==> src/include/rfc_pkg.sv <==
// Package for the refresh control block: register map, fields, timing
package rfc_pkg;
  localparam int unsigned RFC_ADDR_W = 8;
  localparam int unsigned RFC_DATA_W = 32;
  localparam int unsigned RFC_CNT_W = 8;
  localparam int unsigned RFC_PRE_W = 12;
  // Register byte addresses
  localparam logic [7:0] RFC_OFF_CTRL = 8'h00;
  localparam logic [7:0] RFC_OFF_CSR = 8'h04;
  localparam logic [7:0] RFC_OFF_CNT = 8'h08;
  localparam logic [7:0] RFC_OFF_COR = 8'h0C;
  // Control register fields
  localparam int unsigned RFC_CTRL_EN_BIT = 2;
  localparam int unsigned RFC_CTRL_MODE_BIT = 1;
  localparam int unsigned RFC_CTRL_RSV_BIT = 0;
  // Timer control/status fields
  localparam int unsigned RFC_CSR_FLAG_BIT = 7;
  localparam int unsigned RFC_CSR_CKS_LO = 3;
  localparam int unsigned RFC_CSR_CKS_W = 3;
  // Reset values
  localparam logic [2:0] RFC_CTRL_RST = 3'h0;
  localparam logic [2:0] RFC_CKS_RST = 3'h0;
  localparam logic [7:0] RFC_CNT_RST = 8'h00;
  localparam logic [7:0] RFC_COR_RST = 8'hFF;
  // Length of one refresh cycle on the memory side, in clocks
  localparam logic [3:0] RFC_REFRESH_CYCLES = 4'h4;
  localparam logic [3:0] RFC_CYC_ONE = 4'h1;

  typedef enum logic [4:0] {
    RFC_IDLE = 5'b00001,
    RFC_WAIT_BUS = 5'b00010,
    RFC_REFRESH = 5'b00100,
    RFC_SELF_WAIT = 5'b01000,
    RFC_SELF = 5'b10000
  } rfc_state_t;

  // Commands toward the memory sequencer
  typedef struct packed {
    logic refresh_go;
    logic sdram_auto;
    logic self_enter;
    logic self_exit;
    logic self_active;
  } rfc_mem_cmd_t;
endpackage : rfc_pkg

==> src/rtl/rfc_prescaler.sv <==
// Free-running clock prescaler with selectable tick rate
`timescale 1ns/100ps
`default_nettype none
module rfc_prescaler
  import rfc_pkg::*;
#(
  parameter int unsigned PRE_W = RFC_PRE_W
) (
  input wire logic clk,
  input wire logic rst,
  input wire logic [2:0] clk_select,
  output logic tick
);
  logic [PRE_W-1:0] div_r;

  // Tick when the selected low bits of the divider all read zero; select 0 never ticks
  function automatic logic sel_tick(input logic [2:0] sel, input logic [PRE_W-1:0] d);
    logic t;
    t = 1'b0;
    unique case (sel)
      3'h0: t = 1'b0;
      3'h1: t = (d[1:0] == 2'h0);
      3'h2: t = (d[3:0] == 4'h0);
      3'h3: t = (d[5:0] == 6'h00);
      3'h4: t = (d[7:0] == 8'h00);
      3'h5: t = (d[9:0] == 10'h000);
      3'h6: t = (d[10:0] == 11'h000);
      3'h7: t = (d[11:0] == 12'h000);
    endcase
    return t;
  endfunction : sel_tick

  // Divider counter
  always_ff @(posedge clk or posedge rst) begin
    if (rst) begin
      div_r <= '0;
    end else begin
      div_r <= div_r + 1'b1;
    end
  end

  assign tick = sel_tick(clk_select, div_r);
endmodule : rfc_prescaler
`default_nettype wire

==> src/rtl/rfc_timer.sv <==
// Refresh interval counter with compare against the time constant
`timescale 1ns/100ps
`default_nettype none
module rfc_timer
  import rfc_pkg::*;
#(
  parameter int unsigned CNT_W = RFC_CNT_W
) (
  input wire logic clk,
  input wire logic rst,
  input wire logic tick,
  input wire logic cnt_wr,
  input wire logic [CNT_W-1:0] cnt_wdata,
  input wire logic [CNT_W-1:0] time_constant,
  output logic [CNT_W-1:0] count,
  output logic match
);
  logic [CNT_W-1:0] cnt_r;

  // Count on each tick, wrap to zero on compare match; software write wins
  always_ff @(posedge clk or posedge rst) begin
    if (rst) begin
      cnt_r <= '0;
    end else if (cnt_wr) begin
      cnt_r <= cnt_wdata;
    end else if (tick) begin
      if (cnt_r == time_constant) begin
        cnt_r <= '0;
      end else begin
        cnt_r <= cnt_r + 1'b1;
      end
    end
  end

  assign count = cnt_r;
  assign match = tick && !cnt_wr && (cnt_r == time_constant);
endmodule : rfc_timer
`default_nettype wire

==> src/rtl/rfc_refresh_ctrl.sv <==
// Refresh control: enable/mode register, refresh timer and refresh sequencing
//
// Functional notes
// - Refresh cycles are issued only while refresh_enable is set.
// - The refresh timer also works as an interval timer with a sticky flag.
// - Enable set, mode clear: periodic refresh at the programmed timer period.
// - A periodic request during a bus cycle ends that cycle, then refreshes.
// - Enable and mode set: wait for bus cycle end, then enter self-refresh.
// - In self-refresh all refresh requests are ignored, no refresh issued.
// - Reserved control bit 0 reads zero; software writes zero.
//
// The placing of the registers and strobed register access were decided locally.
`timescale 1ns/100ps
`default_nettype none
module rfc_refresh_ctrl
  import rfc_pkg::*;
#(
  parameter int unsigned CNT_W = RFC_CNT_W,
  parameter logic [3:0] REFRESH_CYCLES = RFC_REFRESH_CYCLES
) (
  input wire logic clk,
  input wire logic rst,
  // Register port
  input wire logic [RFC_ADDR_W-1:0] reg_addr,
  input wire logic [RFC_DATA_W-1:0] reg_wdata,
  input wire logic reg_wr,
  input wire logic reg_rd,
  output logic [RFC_DATA_W-1:0] reg_rdata,
  // External bus controller
  input wire logic bus_busy,
  output logic bus_end_req,
  // Memory type: high for synchronous DRAM, low for DRAM
  input wire logic sdram_sel,
  // Memory command outputs
  output rfc_mem_cmd_t mem_cmd,
  output logic interval_flag
);
  logic refresh_enable_r;
  logic refresh_mode_select_r;
  logic [2:0] cks_r;
  logic flag_r;
  logic [CNT_W-1:0] cor_r;
  logic [CNT_W-1:0] count;
  logic tick;
  logic match;
  logic pend_r;
  logic [3:0] cyc_r;
  rfc_state_t state_r;
  rfc_state_t state_nxt;
  logic [RFC_DATA_W-1:0] rdata_r;
  logic [RFC_DATA_W-1:0] rd_mux;
  logic go_r;
  logic enter_r;
  logic exit_r;
  logic wr_ctrl;
  logic wr_csr;
  logic wr_cnt;
  logic wr_cor;
  logic periodic_on;
  logic self_on;

  // Register write decodes
  assign wr_ctrl = reg_wr && (reg_addr == RFC_OFF_CTRL);
  assign wr_csr = reg_wr && (reg_addr == RFC_OFF_CSR);
  assign wr_cnt = reg_wr && (reg_addr == RFC_OFF_CNT);
  assign wr_cor = reg_wr && (reg_addr == RFC_OFF_COR);

  // Mode decode from the control bits
  assign periodic_on = refresh_enable_r && !refresh_mode_select_r;
  assign self_on = refresh_enable_r && refresh_mode_select_r;

  // Timer clock source
  rfc_prescaler #(
    .PRE_W(RFC_PRE_W)
  ) u_pre (
    .clk(clk),
    .rst(rst),
    .clk_select(cks_r),
    .tick(tick)
  );

  // Refresh interval counter, free to run as an interval timer
  rfc_timer #(
    .CNT_W(CNT_W)
  ) u_tmr (
    .clk(clk),
    .rst(rst),
    .tick(tick),
    .cnt_wr(wr_cnt),
    .cnt_wdata(reg_wdata[CNT_W-1:0]),
    .time_constant(cor_r),
    .count(count),
    .match(match)
  );

  // Control register: enable and mode; reserved bit is not stored
  always_ff @(posedge clk or posedge rst) begin
    if (rst) begin
      refresh_enable_r <= RFC_CTRL_RST[RFC_CTRL_EN_BIT];
      refresh_mode_select_r <= RFC_CTRL_RST[RFC_CTRL_MODE_BIT];
    end else if (wr_ctrl) begin
      refresh_enable_r <= reg_wdata[RFC_CTRL_EN_BIT];
      refresh_mode_select_r <= reg_wdata[RFC_CTRL_MODE_BIT];
    end
  end

  // Timer clock select and time constant
  always_ff @(posedge clk or posedge rst) begin
    if (rst) begin
      cks_r <= RFC_CKS_RST;
      cor_r <= RFC_COR_RST[CNT_W-1:0];
    end else begin
      if (wr_csr) begin
        cks_r <= reg_wdata[RFC_CSR_CKS_LO +: RFC_CSR_CKS_W];
      end
      if (wr_cor) begin
        cor_r <= reg_wdata[CNT_W-1:0];
      end
    end
  end

  // Sticky compare flag; written 0 clears it, a match in the same cycle wins
  always_ff @(posedge clk or posedge rst) begin
    if (rst) begin
      flag_r <= 1'b0;
    end else if (match) begin
      flag_r <= 1'b1;
    end else if (wr_csr && !reg_wdata[RFC_CSR_FLAG_BIT]) begin
      flag_r <= 1'b0;
    end
  end

  // Pending periodic request; dropped when refresh is off or in self-refresh
  always_ff @(posedge clk or posedge rst) begin
    if (rst) begin
      pend_r <= 1'b0;
    end else if (match && periodic_on && (state_r != RFC_SELF)) begin
      pend_r <= 1'b1;
    end else if (!periodic_on || state_r == RFC_SELF) begin
      pend_r <= 1'b0;
    end else if (state_r == RFC_REFRESH && cyc_r == RFC_CYC_ONE) begin
      pend_r <= 1'b0;
    end
  end

  // Sequencer next state
  always_comb begin
    state_nxt = state_r;
    unique case (state_r)
      RFC_IDLE: begin
        if (self_on) begin
          state_nxt = RFC_SELF_WAIT;
        end else if (pend_r && periodic_on) begin
          state_nxt = RFC_WAIT_BUS;
        end
      end
      RFC_WAIT_BUS: begin
        if (!periodic_on) begin
          state_nxt = RFC_IDLE;
        end else if (!bus_busy) begin
          state_nxt = RFC_REFRESH;
        end
      end
      RFC_REFRESH: begin
        if (cyc_r == RFC_CYC_ONE) begin
          state_nxt = RFC_IDLE;
        end
      end
      RFC_SELF_WAIT: begin
        if (!self_on) begin
          state_nxt = RFC_IDLE;
        end else if (!bus_busy) begin
          state_nxt = RFC_SELF;
        end
      end
      RFC_SELF: begin
        if (!self_on) begin
          state_nxt = RFC_IDLE;
        end
      end
      default: state_nxt = RFC_IDLE;
    endcase
  end

  // State register
  always_ff @(posedge clk or posedge rst) begin
    if (rst) begin
      state_r <= RFC_IDLE;
    end else begin
      state_r <= state_nxt;
    end
  end

  // Refresh cycle length counter
  always_ff @(posedge clk or posedge rst) begin
    if (rst) begin
      cyc_r <= 4'h0;
    end else if (state_r == RFC_WAIT_BUS && state_nxt == RFC_REFRESH) begin
      cyc_r <= REFRESH_CYCLES;
    end else if (state_r == RFC_REFRESH && cyc_r != 4'h0) begin
      cyc_r <= cyc_r - 1'b1;
    end
  end

  // One-cycle command pulses toward the memory sequencer
  always_ff @(posedge clk or posedge rst) begin
    if (rst) begin
      go_r <= 1'b0;
      enter_r <= 1'b0;
      exit_r <= 1'b0;
    end else begin
      go_r <= (state_r == RFC_WAIT_BUS) && (state_nxt == RFC_REFRESH);
      enter_r <= (state_r == RFC_SELF_WAIT) && (state_nxt == RFC_SELF);
      exit_r <= (state_r == RFC_SELF) && (state_nxt != RFC_SELF);
    end
  end

  // Ask the bus controller to close its cycle while a periodic refresh waits
  assign bus_end_req = (state_r == RFC_WAIT_BUS) && bus_busy;

  // Command bundle; no refresh pulse can come from the self-refresh state
  assign mem_cmd.refresh_go = go_r;
  assign mem_cmd.sdram_auto = sdram_sel;
  assign mem_cmd.self_enter = enter_r;
  assign mem_cmd.self_exit = exit_r;
  assign mem_cmd.self_active = (state_r == RFC_SELF);
  assign interval_flag = flag_r;

  // Read multiplexer; unmapped addresses read zero
  always_comb begin
    rd_mux = '0;
    unique case (reg_addr)
      RFC_OFF_CTRL: begin
        rd_mux[RFC_CTRL_EN_BIT] = refresh_enable_r;
        rd_mux[RFC_CTRL_MODE_BIT] = refresh_mode_select_r;
        rd_mux[RFC_CTRL_RSV_BIT] = 1'b0;
      end
      RFC_OFF_CSR: begin
        rd_mux[RFC_CSR_FLAG_BIT] = flag_r;
        rd_mux[RFC_CSR_CKS_LO +: RFC_CSR_CKS_W] = cks_r;
      end
      RFC_OFF_CNT: rd_mux[CNT_W-1:0] = count;
      RFC_OFF_COR: rd_mux[CNT_W-1:0] = cor_r;
      default: rd_mux = '0;
    endcase
  end

  // Read data stand in the cycle after the strobe only
  always_ff @(posedge clk or posedge rst) begin
    if (rst) begin
      rdata_r <= '0;
    end else if (reg_rd) begin
      rdata_r <= rd_mux;
    end else begin
      rdata_r <= '0;
    end
  end

  assign reg_rdata = rdata_r;
endmodule : rfc_refresh_ctrl
`default_nettype wire

==> config.mk <==
export PLATFORM = sky130hd
export DESIGN_NAME = rfc_refresh_ctrl
export DESIGN_NICKNAME = d
export VERILOG_FILES = /design/src/include/rfc_pkg.sv /design/src/rtl/rfc_prescaler.sv /design/src/rtl/rfc_timer.sv /design/src/rtl/rfc_refresh_ctrl.sv
export SDC_FILE = /design/constraint.sdc
export NUM_CORES = 1
export LEC_CHECK = 0
export BUFFER_PORTS_ARGS = -buffer_cell sky130_fd_sc_hd__buf_4
export CAP_MARGIN = 20
export CORE_ASPECT_RATIO = 1.75
export CORE_MARGIN = 3
export CORE_UTILIZATION = 52
export DETAILED_ROUTE_END_ITERATION = 7
export PLACE_DENSITY = 0.86
export SLEW_MARGIN = 20
export SYNTH_ARGS = -nofsm -noshare
export SYNTH_HDL_FRONTEND = slang
export SYNTH_SLANG_ARGS = --single-unit
==> constraint.sdc <==
create_clock -name clk -period 2.4 [get_ports clk]
set_input_delay 0.48 -clock clk [delete_from_list [all_inputs] [get_ports clk]]
set_output_delay 0.48 -clock clk [all_outputs]
set_load 0.03 [all_outputs]
# After elaboration in Yosys (flattened, before gate mapping)
# Cells that the tools add are included.
# totals
reg_bits	79
# op_classes
add_sub_neg	3
n_eq_ne	21
n_mux	25
reduce_logical	37
# op_table
cell	n
5-bit two-way mux	8
8-bit two-way mux	4
5-bit case mux with 5 select lines	1
1-bit logical AND	18
3-bit case mux with 3 select lines	2
8-bit by 4-bit equality test with 1-bit output, second input constant	2
8-bit zero test	2
12-bit by 1-bit adder with 12-bit output, second input constant	1
3-bit equality test, second input constant	4
12-bit zero test	1
11-bit zero test	1
5-bit by 3-bit equality test with 1-bit output, second input constant	2
5-bit equality test, second input constant	2
10-bit zero test	1
5-bit != test, second input constant	2
8-bit by 1-bit adder with 8-bit output, second input constant	1
8-bit by 3-bit equality test with 1-bit output, second input constant	1
8-bit equality test	1
4-bit two-way mux	2
1-bit case mux with 8 select lines	1
3-bit by 2-bit equality test with 1-bit output, second input constant	2
6-bit zero test	1
2-bit nonzero test	3
5-bit by 1-bit equality test with 1-bit output, second input constant	1
other kinds (15)	22

# Depth between registers and ports, before layout
# Gate-level depths: netlist of the first run.
# logic_depth
depth_word	9
mapped_depth	8

# By module
# Synthesis of the first run repeated with hierarchy kept, for this count alone.
# unflattened
hier_cells	323
hier_area_um2	3263.1
# modules_own_cells
mod	instances	cells_each	area_each_um2
rfc_refresh_ctrl	1	188	1936.9
rfc_timer	1	77	719.4
rfc_prescaler	1	58	606.8

# Worst setup path after synthesis of the first run
# No wires, ideal clock.
# synth_timing
path_type	register to register
startpoint	register u_pre.div_r[4]
endpoint	register u_tmr.cnt_r[5], in the netlist u_tmr.count[5]
setup_ns	0.082
arrival_ns	1.864
setup_slack_ns	0.454
path_stages_with_launch	7
n_path_buf	1
cell_sequence	dfrtp_1 nor4_2 nand3_1 a221o_1 buf_6 or4_1 a31oi_1
# synth_between
elab_chain_cells	3
# synth_lines
element	line	text
start, declared	rfc_prescaler.sv:14	logic [PRE_W-1:0] div_r;
start signal, assigned	rfc_prescaler.sv:38	div_r <= div_r + 1'b1;
12-bit zero test, or another cell as far along	rfc_prescaler.sv:28	3'h7: t = (d[11:0] == 12'h000);
1-bit case mux with 8 select lines (*)	rfc_prescaler.sv:20	unique case (sel)
2-bit nonzero test (no line) (*)	-	
end signal, assigned	rfc_timer.sv:25	cnt_r <= cnt_wdata;
end signal, assigned	rfc_timer.sv:30	cnt_r <= cnt_r + 1'b1;
end, declared	rfc_timer.sv:18	logic [CNT_W-1:0] cnt_r;
# Every way passes the cells marked *; elsewhere a longest branch is shown, timed or not.
# A chain may end at the register's enable or synchronous reset.

# Worst setup path in the final report of the first run
# layout_timing
startpoint	register state_r[3]
endpoint	output port bus_end_req
# layout_between
elab_chain_cells	2
# layout_lines
element	line	text
start, declared	rfc_refresh_ctrl.sv:48	rfc_state_t state_r;
start signal, assigned	rfc_refresh_ctrl.sv:190	state_r <= state_nxt;
5-bit by 2-bit equality test with 1-bit output	rfc_refresh_ctrl.sv:219	assign bus_end_req = (state_r == RFC_WAIT_BUS) && bus_busy;
1-bit logical AND	rfc_refresh_ctrl.sv:219	
end, declared	rfc_refresh_ctrl.sv:31	output logic bus_end_req,
# Every way passes these cells.

==> results summary, run 1 <==
The worst-case setup margin in the final layout came out at 0.206 ns. The data arrival at the endpoint of the critical path came out at 1.71 ns. The synthesized area divided by synthesized cell count is 10.1 um2. The count of routing violations after the opening detailed-route iteration is 110. The die covers 0.00671 mm2. The maximum level of the CTS H-tree is 2. For flop-to-flop paths, the worst setup slack is 0.30 ns.

Traced cell by cell, the critical path runs through nor3_1 > and3b_1 > and2_1 > buf_4. The sort of element at the end of the critical path is an output port. The proportion of synthesized flip-flops having asynchronous set or reset is 100%.

The power density over cell area came out at 583 mW/mm2. The kind of cell with the highest combined delay on the critical path is simple AND/OR/NAND/NOR gates. The row count came out at 35. The final-report setup violation count is 0. The fraction of layout instances using a drive strength above 1 is 24.4%. The clock root buffer master is sky130_fd_sc_hd__clkbuf_8. The worst reg2reg path depth came out at 7.

In the detailed route, the total length drawn on met3 is 288 um. In this run the count of I/O pins placed on the die edge is 85. The cell-internal power is 1360 uW.

The met2 wire length came out at 3620 um. The initial cell density of the core is 55.4%. The worst register-to-register path ends at u_tmr.count[6]$_DFFE_PP0P_. The netlist uses 46 different library cells. The start-to-end type of the worst setup path is flop to output port. The latest clock arrival within the worst-skew pair is 0.31 ns. In this run, post-CTS hold repair placed 0 buffers.

The count of buffers added on input and output ports is 34. Max-cap violations in this run came to 0. For this run, the top clock speed supported by timing is 456 MHz. The worst slack at placement is 0.154 ns.

The period utilization came out at 91.4%. The design draws 1960 uW. The accumulated negative setup slack is 0 ns. The peak fanout along the critical path came out at 7. After clock tree synthesis, the clock-pin slew on the worst setup and hold paths is 0.10 ns. The end of the critical path is bus_end_req. Post-CTS timing repair inserted 0 buffers for setup. After synthesis the netlist holds a flip-flop and latch count of 55.

STA classifies the critical path startpoint as a flop. In the synthesized netlist the dominant register cell turns out to be sky130_fd_sc_hd__dfrtp_1. The cell with the biggest individual delay on the critical path is sky130_fd_sc_hd__dfrtp_1.

The layout overhead on the synthesized area came out at 12.9%. The post-route clock skew came out at 0.00925 ns. The register share of total power came out at 55.9%. The per-cell via count in the routed design is 5.49. The critical path runs through a total of 4 cells. The hold violation total from the final report is 0. The number of vias in the routed layout is 2274. The measured slew at the worst slew-check pin came out at 0.603 ns. The buffers plus inverters on the worst setup path is 1. The length of the first detailed-routing pass in iterations came out at 4.

The length of routed wiring on met1 came out at 2300 um. The launch point of the worst path is state_r[3]$_DFF_PP0_. The largest net degree at the start of global routing came out at 29.

The number of slew-limit violations in the final report came out at 0. The die span in y came out at 106 um. The total core area came out at 0.00539 mm2. The total wire length is 6350 um. The run finished with clean final reports.

The routed length per placed instance came out at 15.3 um. The TritonCTS sink count is 55. The number of clock buffers added by TritonCTS is 5. The headroom to the max-slew limit came out at 59.7%.

The via count of the first global-routing pass is 2310. The delay contributed by the slowest stage of the critical path came out at 0.48 ns. The sum of net half-perimeters after detailed placement came out at 4830 um. The path class of the lowest-slack min-delay path is input port to async pin.

The number of antenna diodes in the final layout is 0. The fraction of power consumed by combinational cells is 18.2%. From left edge to right edge, the die measures 63.2 um. TritonCTS built the clock tree.

The reg-to-reg critical path startpoint is u_pre.div_r[0]$_DFF_PP0_. After detailed routing, the number of remaining DRC violations is 0. The buffer levels on the longest clock path is 2. The first global-routing pass estimated 10700 um of wire. The final estimated routing congestion in global placement came out at 0.906. The instance count of the mapped netlist is 296. The uppermost layer routed is met4.

The global routing usage summed across all routing layers is 19.9%. The residual antenna-violating net count after detailed routing is 0. The count of yosys warnings during synthesis came out at 0. The count of nets after finishing came out at 390. The number of flops mapped to enable cells by yosys is 0.

Setup repair after global routing left no endpoint under its margin. The net switching share of the total power came out at 30.6%. The count of fill cells added during filler insertion is 452. The net load switching power is 600 uW. The time the worst path needs with I/O delays and setup came out at 2.19 ns. The proportion of power drawn by the clock network came out at 25.9%.

The proportion of synthesized chip area in sequential cells came out at 46.5%. The final global-route overflow total is 0. The number of antenna violations at the first check in global routing is 0. Gates resized during post-CTS repair numbered 0. The synthesized netlist occupies a cell area of 0.00298 mm2. The maximum VDD drop came out at 0.000412 V. Summed over all cells, the static leakage comes to 0.00156 uW.

The required time of the critical path is 1.92 ns.
-- cells in the final DEF (no fill, tap or decap), drive strengths merged, types with 3 or more instances in the layout --
cell,count
nand4,3
xnor2,7
nor3,5
and3,6
clkbuf,5
nor2,29
nand3,11
o21ai,16
nand3b,5
conb,24
xor2,15
nor4,5
mux2i,4
nand2,18
a31oi,10
dfstp,9
ha,5
a21oi,8
mux2,16
dfrtp,46
nand4b,4
inv,9
a22oi,5
buf,45
-- Yosys cell counts, types with 3 or more instances --
master                     count  share of area [%]
sky130_fd_sc_hd__a21oi_1       8                1.3
sky130_fd_sc_hd__a22oi_1       5                1.3
sky130_fd_sc_hd__a31oi_1      10                2.1
sky130_fd_sc_hd__and3_1        6                1.3
sky130_fd_sc_hd__buf_4        28                7.0
sky130_fd_sc_hd__dfrtp_1      46                 39
sky130_fd_sc_hd__dfstp_2       9                7.9
sky130_fd_sc_hd__ha_1          5                2.1
sky130_fd_sc_hd__inv_1         8                1.0
sky130_fd_sc_hd__mux2_2       16                6.0
sky130_fd_sc_hd__mux2i_1       4                1.3
sky130_fd_sc_hd__nand2_1      18                2.3
sky130_fd_sc_hd__nand3_1      11                1.8
sky130_fd_sc_hd__nand3b_1      5                1.3
sky130_fd_sc_hd__nand4_1       3               0.63
sky130_fd_sc_hd__nand4b_1      4                1.2
sky130_fd_sc_hd__nor2_1       29                3.7
sky130_fd_sc_hd__nor3_1        5               0.84
sky130_fd_sc_hd__nor4_1        4               0.84
sky130_fd_sc_hd__o21ai_0      16                2.7
sky130_fd_sc_hd__xnor2_1       7                2.1
sky130_fd_sc_hd__xor2_1       15                4.4
-- stage by stage --
stage / instances / hold slack, ns / utilization [%] / instance area [um2]
global route: 414 / 0.268 / 62.5 / 3370
finish: 414 / 0.232 / 62.5 / 3370
CTS: 414 / 0.255 / 62.5 / 3370
global placement: 406 / 0.455 / 60.9 / 3280
detailed placement: 406 / 0.466 / 60.9 / 3280
floorplan: 319 / 0.442 / - / 3070
-- metal layers --
layer | track usage (%) | up-vias
met3 | 2.64 | 13
met4 | 7.26 | 0
met5 | 0 | -
li1 | - | 1079
met1 | 21.0 | 1111
met2 | 39.0 | 71
-- flip-flops by register name, summed over array words and instances, names as in the netlist, 3 cells and up --
name	count
cks_r	3
u_pre.div_r	12
cyc_r	4
state_r	5
u_tmr.count	8
cor_r	8
reg_rdata	8
-- worst min path at each step --
stage | from | to | slack, ns | cells after the start
after floorplan | u_pre.div_r[0]$_DFF_PP0_ | u_pre.div_r[0]$_DFF_PP0_ | 0.44 | 1
after global placement | u_pre.div_r[0]$_DFF_PP0_ | u_pre.div_r[0]$_DFF_PP0_ | 0.45 | 1
after detailed placement | u_pre.div_r[11]$_DFF_PP0_ | u_pre.div_r[11]$_DFF_PP0_ | 0.47 | 1
after CTS | rst | exit_r$_DFF_PP0_ | 0.25 | 2
after global routing | rst | u_tmr.count[7]$_DFFE_PP0P_ | 0.27 | 2
final | rst | enter_r$_DFF_PP0_ | 0.23 | 2
-- kinds of logic after synthesis --
group | after synthesis | share of synthesized area (%)
buffers and inverters | 40 | 8.81
adder cells (fa/ha/maj) | 5 | 2.10
AO/OA/AOI/OAI | 52 | 10.8
AND/OR/NAND/NOR | 101 | 17.7
multiplexers | 20 | 7.39
other | 1 | 0.126
flip-flops | 55 | 46.5
XOR/XNOR | 22 | 6.46
-- layout make-up --
cell class / instances / area, um2 / share of cell area [%]
Sequential cell: 55 / 1390 / 41.2
Multi-Input combinational cell: 224 / 1420 / 42.1
Inverter: 8 / 30.0 / 0.892
Tap cell: 74 / 92.6 / 2.75
Timing Repair Buffer: 45 / 350 / 10.4
Clock inverter: 3 / 18.8 / 0.558
Clock buffer: 5 / 68.8 / 2.04
-- power groups by stage --
stage | sequential [uW] | combinational [uW] | clock [uW]
finish | 1100 | 357 | 508
global route | 1110 | 405 | 558
CTS | 1090 | 359 | 521
detailed placement | 1110 | 353 | 0
global placement | 1100 | 340 | 0
floorplan | 1080 | 304 | 0
Note: power is estimated with default switching activity, not from simulation.
==> run 2, diff against run 1 <==
CORE_UTILIZATION = 47   (was 52)
PLACE_DENSITY = 0.82   (was 0.86)
clock period = 2 ns   (was 2.4 ns; I/O delays follow)
==> run 2 against run 1 <==
  * Sequential power grew 18%
  * Register-to-register slack lost 0.23 ns
  * Sequential share of layout area shrank 1.7 points
  * First-iteration DRC count shrank 16%
  * Die area grew 9.8%
  * Routed wire length grew 0.28%
  * Flip-flop and latch count is the same
  * Critical path type is now flop to flop
  * Largest cell class unchanged
==> results summary, run 2 (synthesized netlist as in run 1, its figures left out) <==
The first-pass GRT wire length came out at 10200 um (-4.8%). The area taken by flip-flops and latches came to 0.00139 mm2 (about the same). Leaving out fill and tap cells, the most frequent cells in the layout are sky130_fd_sc_hd__buf_4, sky130_fd_sc_hd__dfrtp_1, sky130_fd_sc_hd__nor2_1, sky130_fd_sc_hd__conb_1, sky130_fd_sc_hd__nand2_1. The row count is 37 (+5.7%). The final estimated routing congestion in global placement is 0.943 (+4.1%). The peak fanout along the critical path is 5 (-2).

The period utilization is 96.6%. The required time of the critical path came out at 2.24 ns (+0.32 ns). The sum of net half-perimeters after detailed placement came to 4830 um (-0.15%). The register containing the most flip-flops in the final layout is u_pre.div_r. The latest clock arrival within the worst-skew pair came out at 0.31 ns (about the same).

The fraction of layout instances using a drive strength above 1 is 27.8% (+3.4 points). The achievable clock frequency came out at 518 MHz. The length of the first detailed-routing pass in iterations came out at 4 (unchanged). The clock-pin slew reported for the worst setup and hold paths after clock tree synthesis was 0.09 ns (about the same). The area used by multi-input combinational logic came out at 0.00144 mm2 (+1.2%). The area after detailed placement came out at 0.00337 mm2 (+2.7%). The layout overhead on the synthesized area came out at 17.7%.

After layout, the minimum clock period comes to 1.93 ns. By startpoint and endpoint, the worst setup path is classified as flop to flop. The run finished with clean final reports. The length of routed wiring on met1 came out at 2270 um (-1.3%). The residual antenna-violating net count after detailed routing is 0 (unchanged). The maximum level of the CTS H-tree came out at 2 (unchanged). The reg-to-reg critical path startpoint is u_pre.div_r[0]$_DFF_PP0_. The power density over cell area is 707 mW/mm2 (+21%). The uppermost layer routed is met4. The library cell used most frequently in the layout, excluding fill and tap cells, is sky130_fd_sc_hd__buf_4. The area enclosed by the die boundary came out at 0.00737 mm2 (+9.8%). The clock tree from TritonCTS is yes.

The cell leakage power came out at 0.00163 uW (+4.6%). The number of antenna violations at the first check in global routing is 0 (unchanged). The met2 wire length is 3600 um (-0.64%). The number of vias in the routed layout came out at 2299 (+1.1%). The hold violation total from the final report was 0 (unchanged).

The count of fill cells added during filler insertion came to 527 (+17%). The via count of the first global-routing pass is 2250 (-2.6%). The post-route cell area is 0.00351 mm2 (+4.3%). The clock root buffer master is sky130_fd_sc_hd__clkbuf_8.

The final global-route overflow total came out at 0 (unchanged). The number of max-capacitance violations reported is 0 (unchanged). The endpoint identified for the worst register-to-register timing path is u_tmr.count[5]$_DFFE_PP0P_. The total wire length is 6360 um (+0.28%).

The count of boundary I/O pins came out at 85 (unchanged). The global routing usage summed across all routing layers came out at 17.8% (-2.1 points). The routed length per placed instance was 14.8 um (-3.7%).

The number of slew-limit violations in the final report came out at 0 (unchanged). The buffer levels on the longest clock path is 2 (unchanged). The post-route clock skew came out at 0.00479 ns (-0.00446 ns). The maximum VDD drop was 0.000559 V (+36%). The met3 wire length came out at 291 um (+1.0%).

The count of routing violations after the opening detailed-route iteration is 92 (-16%). The initial cell density of the core is 49.5% (-5.8 points). The accumulated negative setup slack came out at 0 ns (unchanged). The die span in x came out at 66.2 um (+4.7%).

The headroom to the max-slew limit is 64.9% (+5.1 points). The sort of element at the end of the critical path is a flop. The path class of the lowest-slack min-delay path is input port to async pin.

The measured slew at the worst slew-check pin came out at 0.526 ns (-0.0770 ns). The final antenna diode count was 0 (unchanged). The largest net degree at the start of global routing is 33 (+14%). The TritonCTS sink count was 55 (unchanged). The flip-flop count of the largest register, all copies and words added came to 12 (unchanged). The detailed-route DRC error count is 0 (unchanged).

The worst reg2reg path depth is 7 (unchanged). The setup slack of the most critical reg-to-reg path came to 0.07 ns (-0.23 ns). The count of nets after finishing came out at 404 (+3.6%). The total core area is 0.00602 mm2 (+12%). The kind of start point of the critical path is a flop. The data arrival at the endpoint of the critical path came out at 2.17 ns (+0.46 ns). The per-cell via count in the routed design came out at 5.33 (-2.9%). The total clock buffers created by CTS came out at 5 (unchanged).

The die span in y is 111 um (+4.9%). The final-report setup violation count came out at 0 (unchanged). The number of buffers inserted by port buffering is 34 (unchanged).
-- run 2: changes by cell type in the layout (fill, tap and decap cells not counted), sizes merged --
cell    change
inv         -1
buf        +14
bufinv      +1
clkinv      -2
clkbuf      +1
-- run 2: layout make-up --
| class | count | area share (%) |
|---|---|---|
| multi-input cells | 224 | 40.9 |
| clock inverters | 1 | 0.856 |
| well taps | 78 | 2.78 |
| repair buffers | 59 | 13.0 |
| inverters | 8 | 0.856 |
| flip-flops and latches | 55 | 39.6 |
| clock buffers | 6 | 2.07 |
-- run 2: worst max-delay path by stage --
stage	startpoint	endpoint	slack, ns
global placement	u_pre.div_r[0]$_DFF_PP0_	u_tmr.count[5]$_DFFE_PP0P_	-0.009
global route	u_pre.div_r[0]$_DFF_PP0_	u_tmr.count[5]$_DFFE_PP0P_	-0.01
floorplan	u_pre.div_r[4]$_DFF_PP0_	u_tmr.count[5]$_DFFE_PP0P_	0.05
detailed placement	u_pre.div_r[0]$_DFF_PP0_	u_tmr.count[5]$_DFFE_PP0P_	-0.04
finish	u_pre.div_r[0]$_DFF_PP0_	u_tmr.count[5]$_DFFE_PP0P_	0.07
CTS	u_pre.div_r[0]$_DFF_PP0_	u_tmr.count[5]$_DFFE_PP0P_	0.02
-- run 2: critical path, cell delays in order (launching register included) --
cell	delay, ns
sky130_fd_sc_hd__dfrtp_1	0.39
sky130_fd_sc_hd__inv_1	0.08
sky130_fd_sc_hd__ha_2	0.19
sky130_fd_sc_hd__o31a_1	0.12
sky130_fd_sc_hd__o21ai_0	0.10
sky130_fd_sc_hd__a221o_1	0.37
sky130_fd_sc_hd__or4_1	0.43
sky130_fd_sc_hd__a31oi_1	0.18
-- run 2: where the power goes --
group	total [uW]	internal, uW	switching (uW)	leakage, uW
clock	712	367	345	0.0000513
sequential	1300	1200	107	0.000676
combinational	468	206	262	0.000907
total	2480	1770	714	0.00163
-- run 2: timing repair --
item                       in CTS  in global routing
gates resized for setup         2                  3
setup buffers                   1                  2
pin swaps                       2                  4
hold buffers                    0                  0
setup endpoints to repair       5                  4
-- run 2: stage by stage --
step	cells	power, uW	utilization, %	setup slack (ns)	hold slack (ns)
floorplan	319	1660	-	0.0540	0.442
global placement	421	1770	55.9	-0.00868	0.427
detailed placement	421	1780	55.9	-0.0375	0.437
CTS	429	2490	57.9	0.0171	0.132
global route	431	2610	58.3	-0.0104	0.148
finish	431	2480	58.3	0.0682	0.124
-- run 2: per-layer routing --
layer | vias up | global-route usage (%)
met5 | - | 0
met4 | 0 | 8.01
met3 | 17 | 2.83
met2 | 73 | 33.4
met1 | 1099 | 18.4
li1 | 1110 | -
==> run 3, diff against run 2 <==
--- a/config.mk
+++ b/config.mk
@@ -7,3 +7,3 @@
 export LEC_CHECK = 0
-export BUFFER_PORTS_ARGS = -buffer_cell sky130_fd_sc_hd__buf_4
+export BUFFER_PORTS_ARGS = -buffer_cell sky130_fd_sc_hd__clkbuf_2
 export CAP_MARGIN = 20
--- a/constraint.sdc
+++ b/constraint.sdc
@@ -3,2 +3,2 @@
 set_output_delay 0.4 -clock clk [all_outputs]
-set_load 0.03 [all_outputs]
+set_load 0.05 [all_outputs]
==> run 3 against run 2 <==
  * Global-route usage rose by 1.1 points
  * Critical endpoint is now u_tmr.count[0]$_DFFE_PP0P_
  * Worst hold slack got worse by 0.022 ns
  * Largest power group unchanged
  * Clock power rose by 6.2%
  * Sequential share of layout area rose by 0.51 points
  * First-iteration DRC count rose by 49%
  * Worst setup slack got worse by 0.0023 ns
  * Routed wire length rose by 3.8%
==> results summary, run 3 (synthesized netlist as in run 1, its figures left out) <==
The run finished with clean final reports. The count of nets after finishing is 406 (+0.50%). TritonCTS built the clock tree. The power density over cell area is 745 mW/mm2 (+5.3%).

The routed length per placed instance is 15.2 um (+3.1%). The final estimated routing congestion in global placement came out at 0.912 (-3.3%). The maximum VDD drop is 0.000273 V (-51%). The area used by multi-input combinational logic was 0.00144 mm2 (unchanged). The worst register-to-register path ends at u_tmr.count[0]$_DFFE_PP0P_. The area taken by flip-flops and latches is 0.00139 mm2 (about the same).

The total core area came out at 0.00602 mm2 (unchanged). The achievable clock frequency is 517 MHz (-0.12%). The via count of the first global-routing pass is 2506 (+11%). The final hold slack is 0.103 ns (-0.0216 ns). The maximum level of the CTS H-tree came to 2 (unchanged).

The number of max-capacitance violations reported came to 0 (unchanged). The die span in x came out at 66.2 um (unchanged). The fraction of layout instances using a drive strength above 1 was 28.9% (+1.2 points). The row count is 37 (unchanged). The buffers plus inverters on the worst setup path came to 0 (-1).

The count of boundary I/O pins came to 85 (unchanged). The detailed-route DRC error count came out at 0 (unchanged). The total clock buffers created by CTS is 5 (unchanged). The worst register-to-register path begins at u_pre.div_r[4]$_DFF_PP0_. The buffer levels on the longest clock path is 2 (unchanged). The hold violation total from the final report came out at 0 (unchanged).

Counting flops per register, the top entry is u_pre.div_r. The required time of the critical path came out at 2.24 ns (about the same). In this design, the largest share of critical-path delay is due to simple AND/OR/NAND/NOR gates. The tree is rooted in a sky130_fd_sc_hd__clkbuf_8.

The time the worst path needs with I/O delays and setup is 1.93 ns (+0.00232 ns). The leading cell type in the layout, fill and taps excluded is sky130_fd_sc_hd__dfrtp_1. The met3 demand-to-capacity share in global routing is 3.94% (+1.1 points). The worst reg2reg path depth is 5 (-2). The TritonCTS sink count is 55 (unchanged). The initial cell density of the core came to 49.5% (unchanged). The accumulated negative setup slack came to 0 ns (unchanged). The peak fanout along the critical path is 6 (+1). Walking the worst path, the cells encountered are nor4_2 > nand3_1 > a221o_1 > or3_2 > a31oi_1. The global routing usage on met1 is 17.6% (-0.74 points). The post-route total power is 2580 uW (+3.9%).

The die span in y came out at 111 um (unchanged). The count of fill cells added during filler insertion came out at 520 (-1.3%). The start-to-end type of the worst setup path is flop to flop. The number of slew-limit violations in the final report came out at 0 (unchanged). The number of buffers inserted by port buffering is 34 (unchanged). The area enclosed by the die boundary was 0.00737 mm2 (unchanged). The library cells used most frequently in the layout, excluding fill and tap cells, are sky130_fd_sc_hd__dfrtp_1, sky130_fd_sc_hd__clkbuf_2, sky130_fd_sc_hd__nor2_1, sky130_fd_sc_hd__buf_4, sky130_fd_sc_hd__conb_1. The worst slack at placement came out at -0.0198 ns (+0.0178 ns). In this run the most used layer during global routing was met2. The per-cell via count in the routed design came out at 5.49 (+2.9%). The largest net degree at the start of global routing came out at 56 (+70%). The final global-route overflow total is 0 (unchanged). The length of the first detailed-routing pass in iterations came out at 4 (unchanged). The number of buffers added to fix hold violations after cts is 0 (unchanged). The first-pass GRT wire length is 11000 um (+7.5%).

The total wire length was 6610 um (+3.8%). The number of antenna violations at the first check in global routing is 0 (unchanged). The post-route cell area came out at 0.00346 mm2 (-1.4%). The residual antenna-violating net count after detailed routing is 0 (unchanged).

Setup repair after global routing could not meet its margin everywhere. The launch point of the worst path is u_pre.div_r[4]$_DFF_PP0_. Compared with the post-synthesis result, the final layout area differs by 16.1%. The data arrival at the endpoint of the critical path is 2.17 ns (about the same). The final antenna diode count was 0 (unchanged). The number of vias in the routed layout came to 2381 (+3.6%). The latest clock arrival within the worst-skew pair is 0.31 ns (about the same).

The final-report setup violation count is 0 (unchanged). The sum of net half-perimeters after detailed placement is 5070 um (+5.0%). The total stage count of the critical path came to 5 (-2). The area after detailed placement was 0.00330 mm2 (-2.1%).

The cell leakage power came to 0.00163 uW (-0.29%). The post-route clock skew came out at 0.00464 ns (-0.000143 ns). The period utilization came out at 96.7% (+0.12 points). The clock-pin slew reported for the worst setup and hold paths after clock tree synthesis came to 0.09 ns (about the same). The count of routing violations after the opening detailed-route iteration came out at 137 (+49%). The met2 track demand over resource is 35.4% (+1.9 points). The flip-flop count of the largest register, all copies and words added is 12 (unchanged).

The sort of element at the end of the critical path is a flop. The path class of the lowest-slack min-delay path is input port to async pin. For this design, the slowest cell found on the critical path is sky130_fd_sc_hd__or3_2. The global routing usage summed across all routing layers is 18.9% (+1.1 points). The critical path ends at u_tmr.count[0]$_DFFE_PP0P_. STA classifies the critical path startpoint as a flop. The delay contributed by the slowest stage of the critical path came out at 0.49 ns (+0.06 ns). The setup slack of the most critical reg-to-reg path is 0.07 ns (about the same). The worst-case setup margin in the final layout is 0.0659 ns (-0.00232 ns).
[run 3: changes by cell type in the layout (fill, tap and decap cells not counted), sizes merged]
| cell | change |
|---|---|
| clkbuf | +33 |
| buf | -31 |
| clkinv | +1 |
[run 3: what timing repair did]
action                                  CTS  global route
endpoints found under the setup margin    5             5
resized for setup                         5             6
setup buffers                             1             2
pin swaps                                 1             3
[run 3: worst min-delay path by stage]
| stage | startpoint | endpoint | slack [ns] | depth (start not counted) |
|---|---|---|---|---|
| after floorplan | u_pre.div_r[0]$_DFF_PP0_ | u_pre.div_r[0]$_DFF_PP0_ | 0.44 | 1 |
| after global placement | u_pre.div_r[0]$_DFF_PP0_ | u_pre.div_r[0]$_DFF_PP0_ | 0.43 | 1 |
| after detailed placement | u_pre.div_r[0]$_DFF_PP0_ | u_pre.div_r[0]$_DFF_PP0_ | 0.44 | 1 |
| after CTS | rst | reg_rdata[4]$_DFF_PP0_ | 0.11 | 3 |
| after global routing | rst | u_pre.div_r[7]$_DFF_PP0_ | 0.13 | 3 |
| final | rst | cyc_r[3]$_DFFE_PP0P_ | 0.10 | 3 |
[run 3: routing by layer]
| layer | wire length, um | vias up |
|---|---|---|
| li1 | - | 1120 |
| met1 | 2280 | 1152 |
| met2 | 3710 | 81 |
| met3 | 337 | 28 |
| met4 | 277 | 0 |
| met5 | 0 | - |
[run 3: per-stage QoR]
stage                     util, %  std cells
after global placement       54.8        423
final                        57.5        434
after CTS                    57.1        432
after detailed placement     54.8        423
after floorplan                 -        319
after global routing         57.5        434
[run 3: power by group]
group / switching (uW) / internal [uW] / leakage, uW
Clock: 350 / 405 / 0.0000612
Sequential: 110 / 1200 / 0.000678
Combinational: 314 / 204 / 0.000891
Total: 774 / 1810 / 0.00163
[run 3: area by class of cell]
class,count,share of cell area [%]
repair buffers,61,11.4
flip-flops and latches,55,40.1
well taps,78,2.82
clock buffers,6,2.39
inverters,8,0.867
multi-input cells,224,41.5
clock inverters,2,1.01
[run 3: worst reg2reg max path: stages, from the launching register on]
cell                      delay [ns]
sky130_fd_sc_hd__dfrtp_1        0.41
sky130_fd_sc_hd__nor4_2         0.27
sky130_fd_sc_hd__nand3_1        0.13
sky130_fd_sc_hd__a221o_1        0.39
sky130_fd_sc_hd__or3_2          0.49
sky130_fd_sc_hd__a31oi_1        0.18
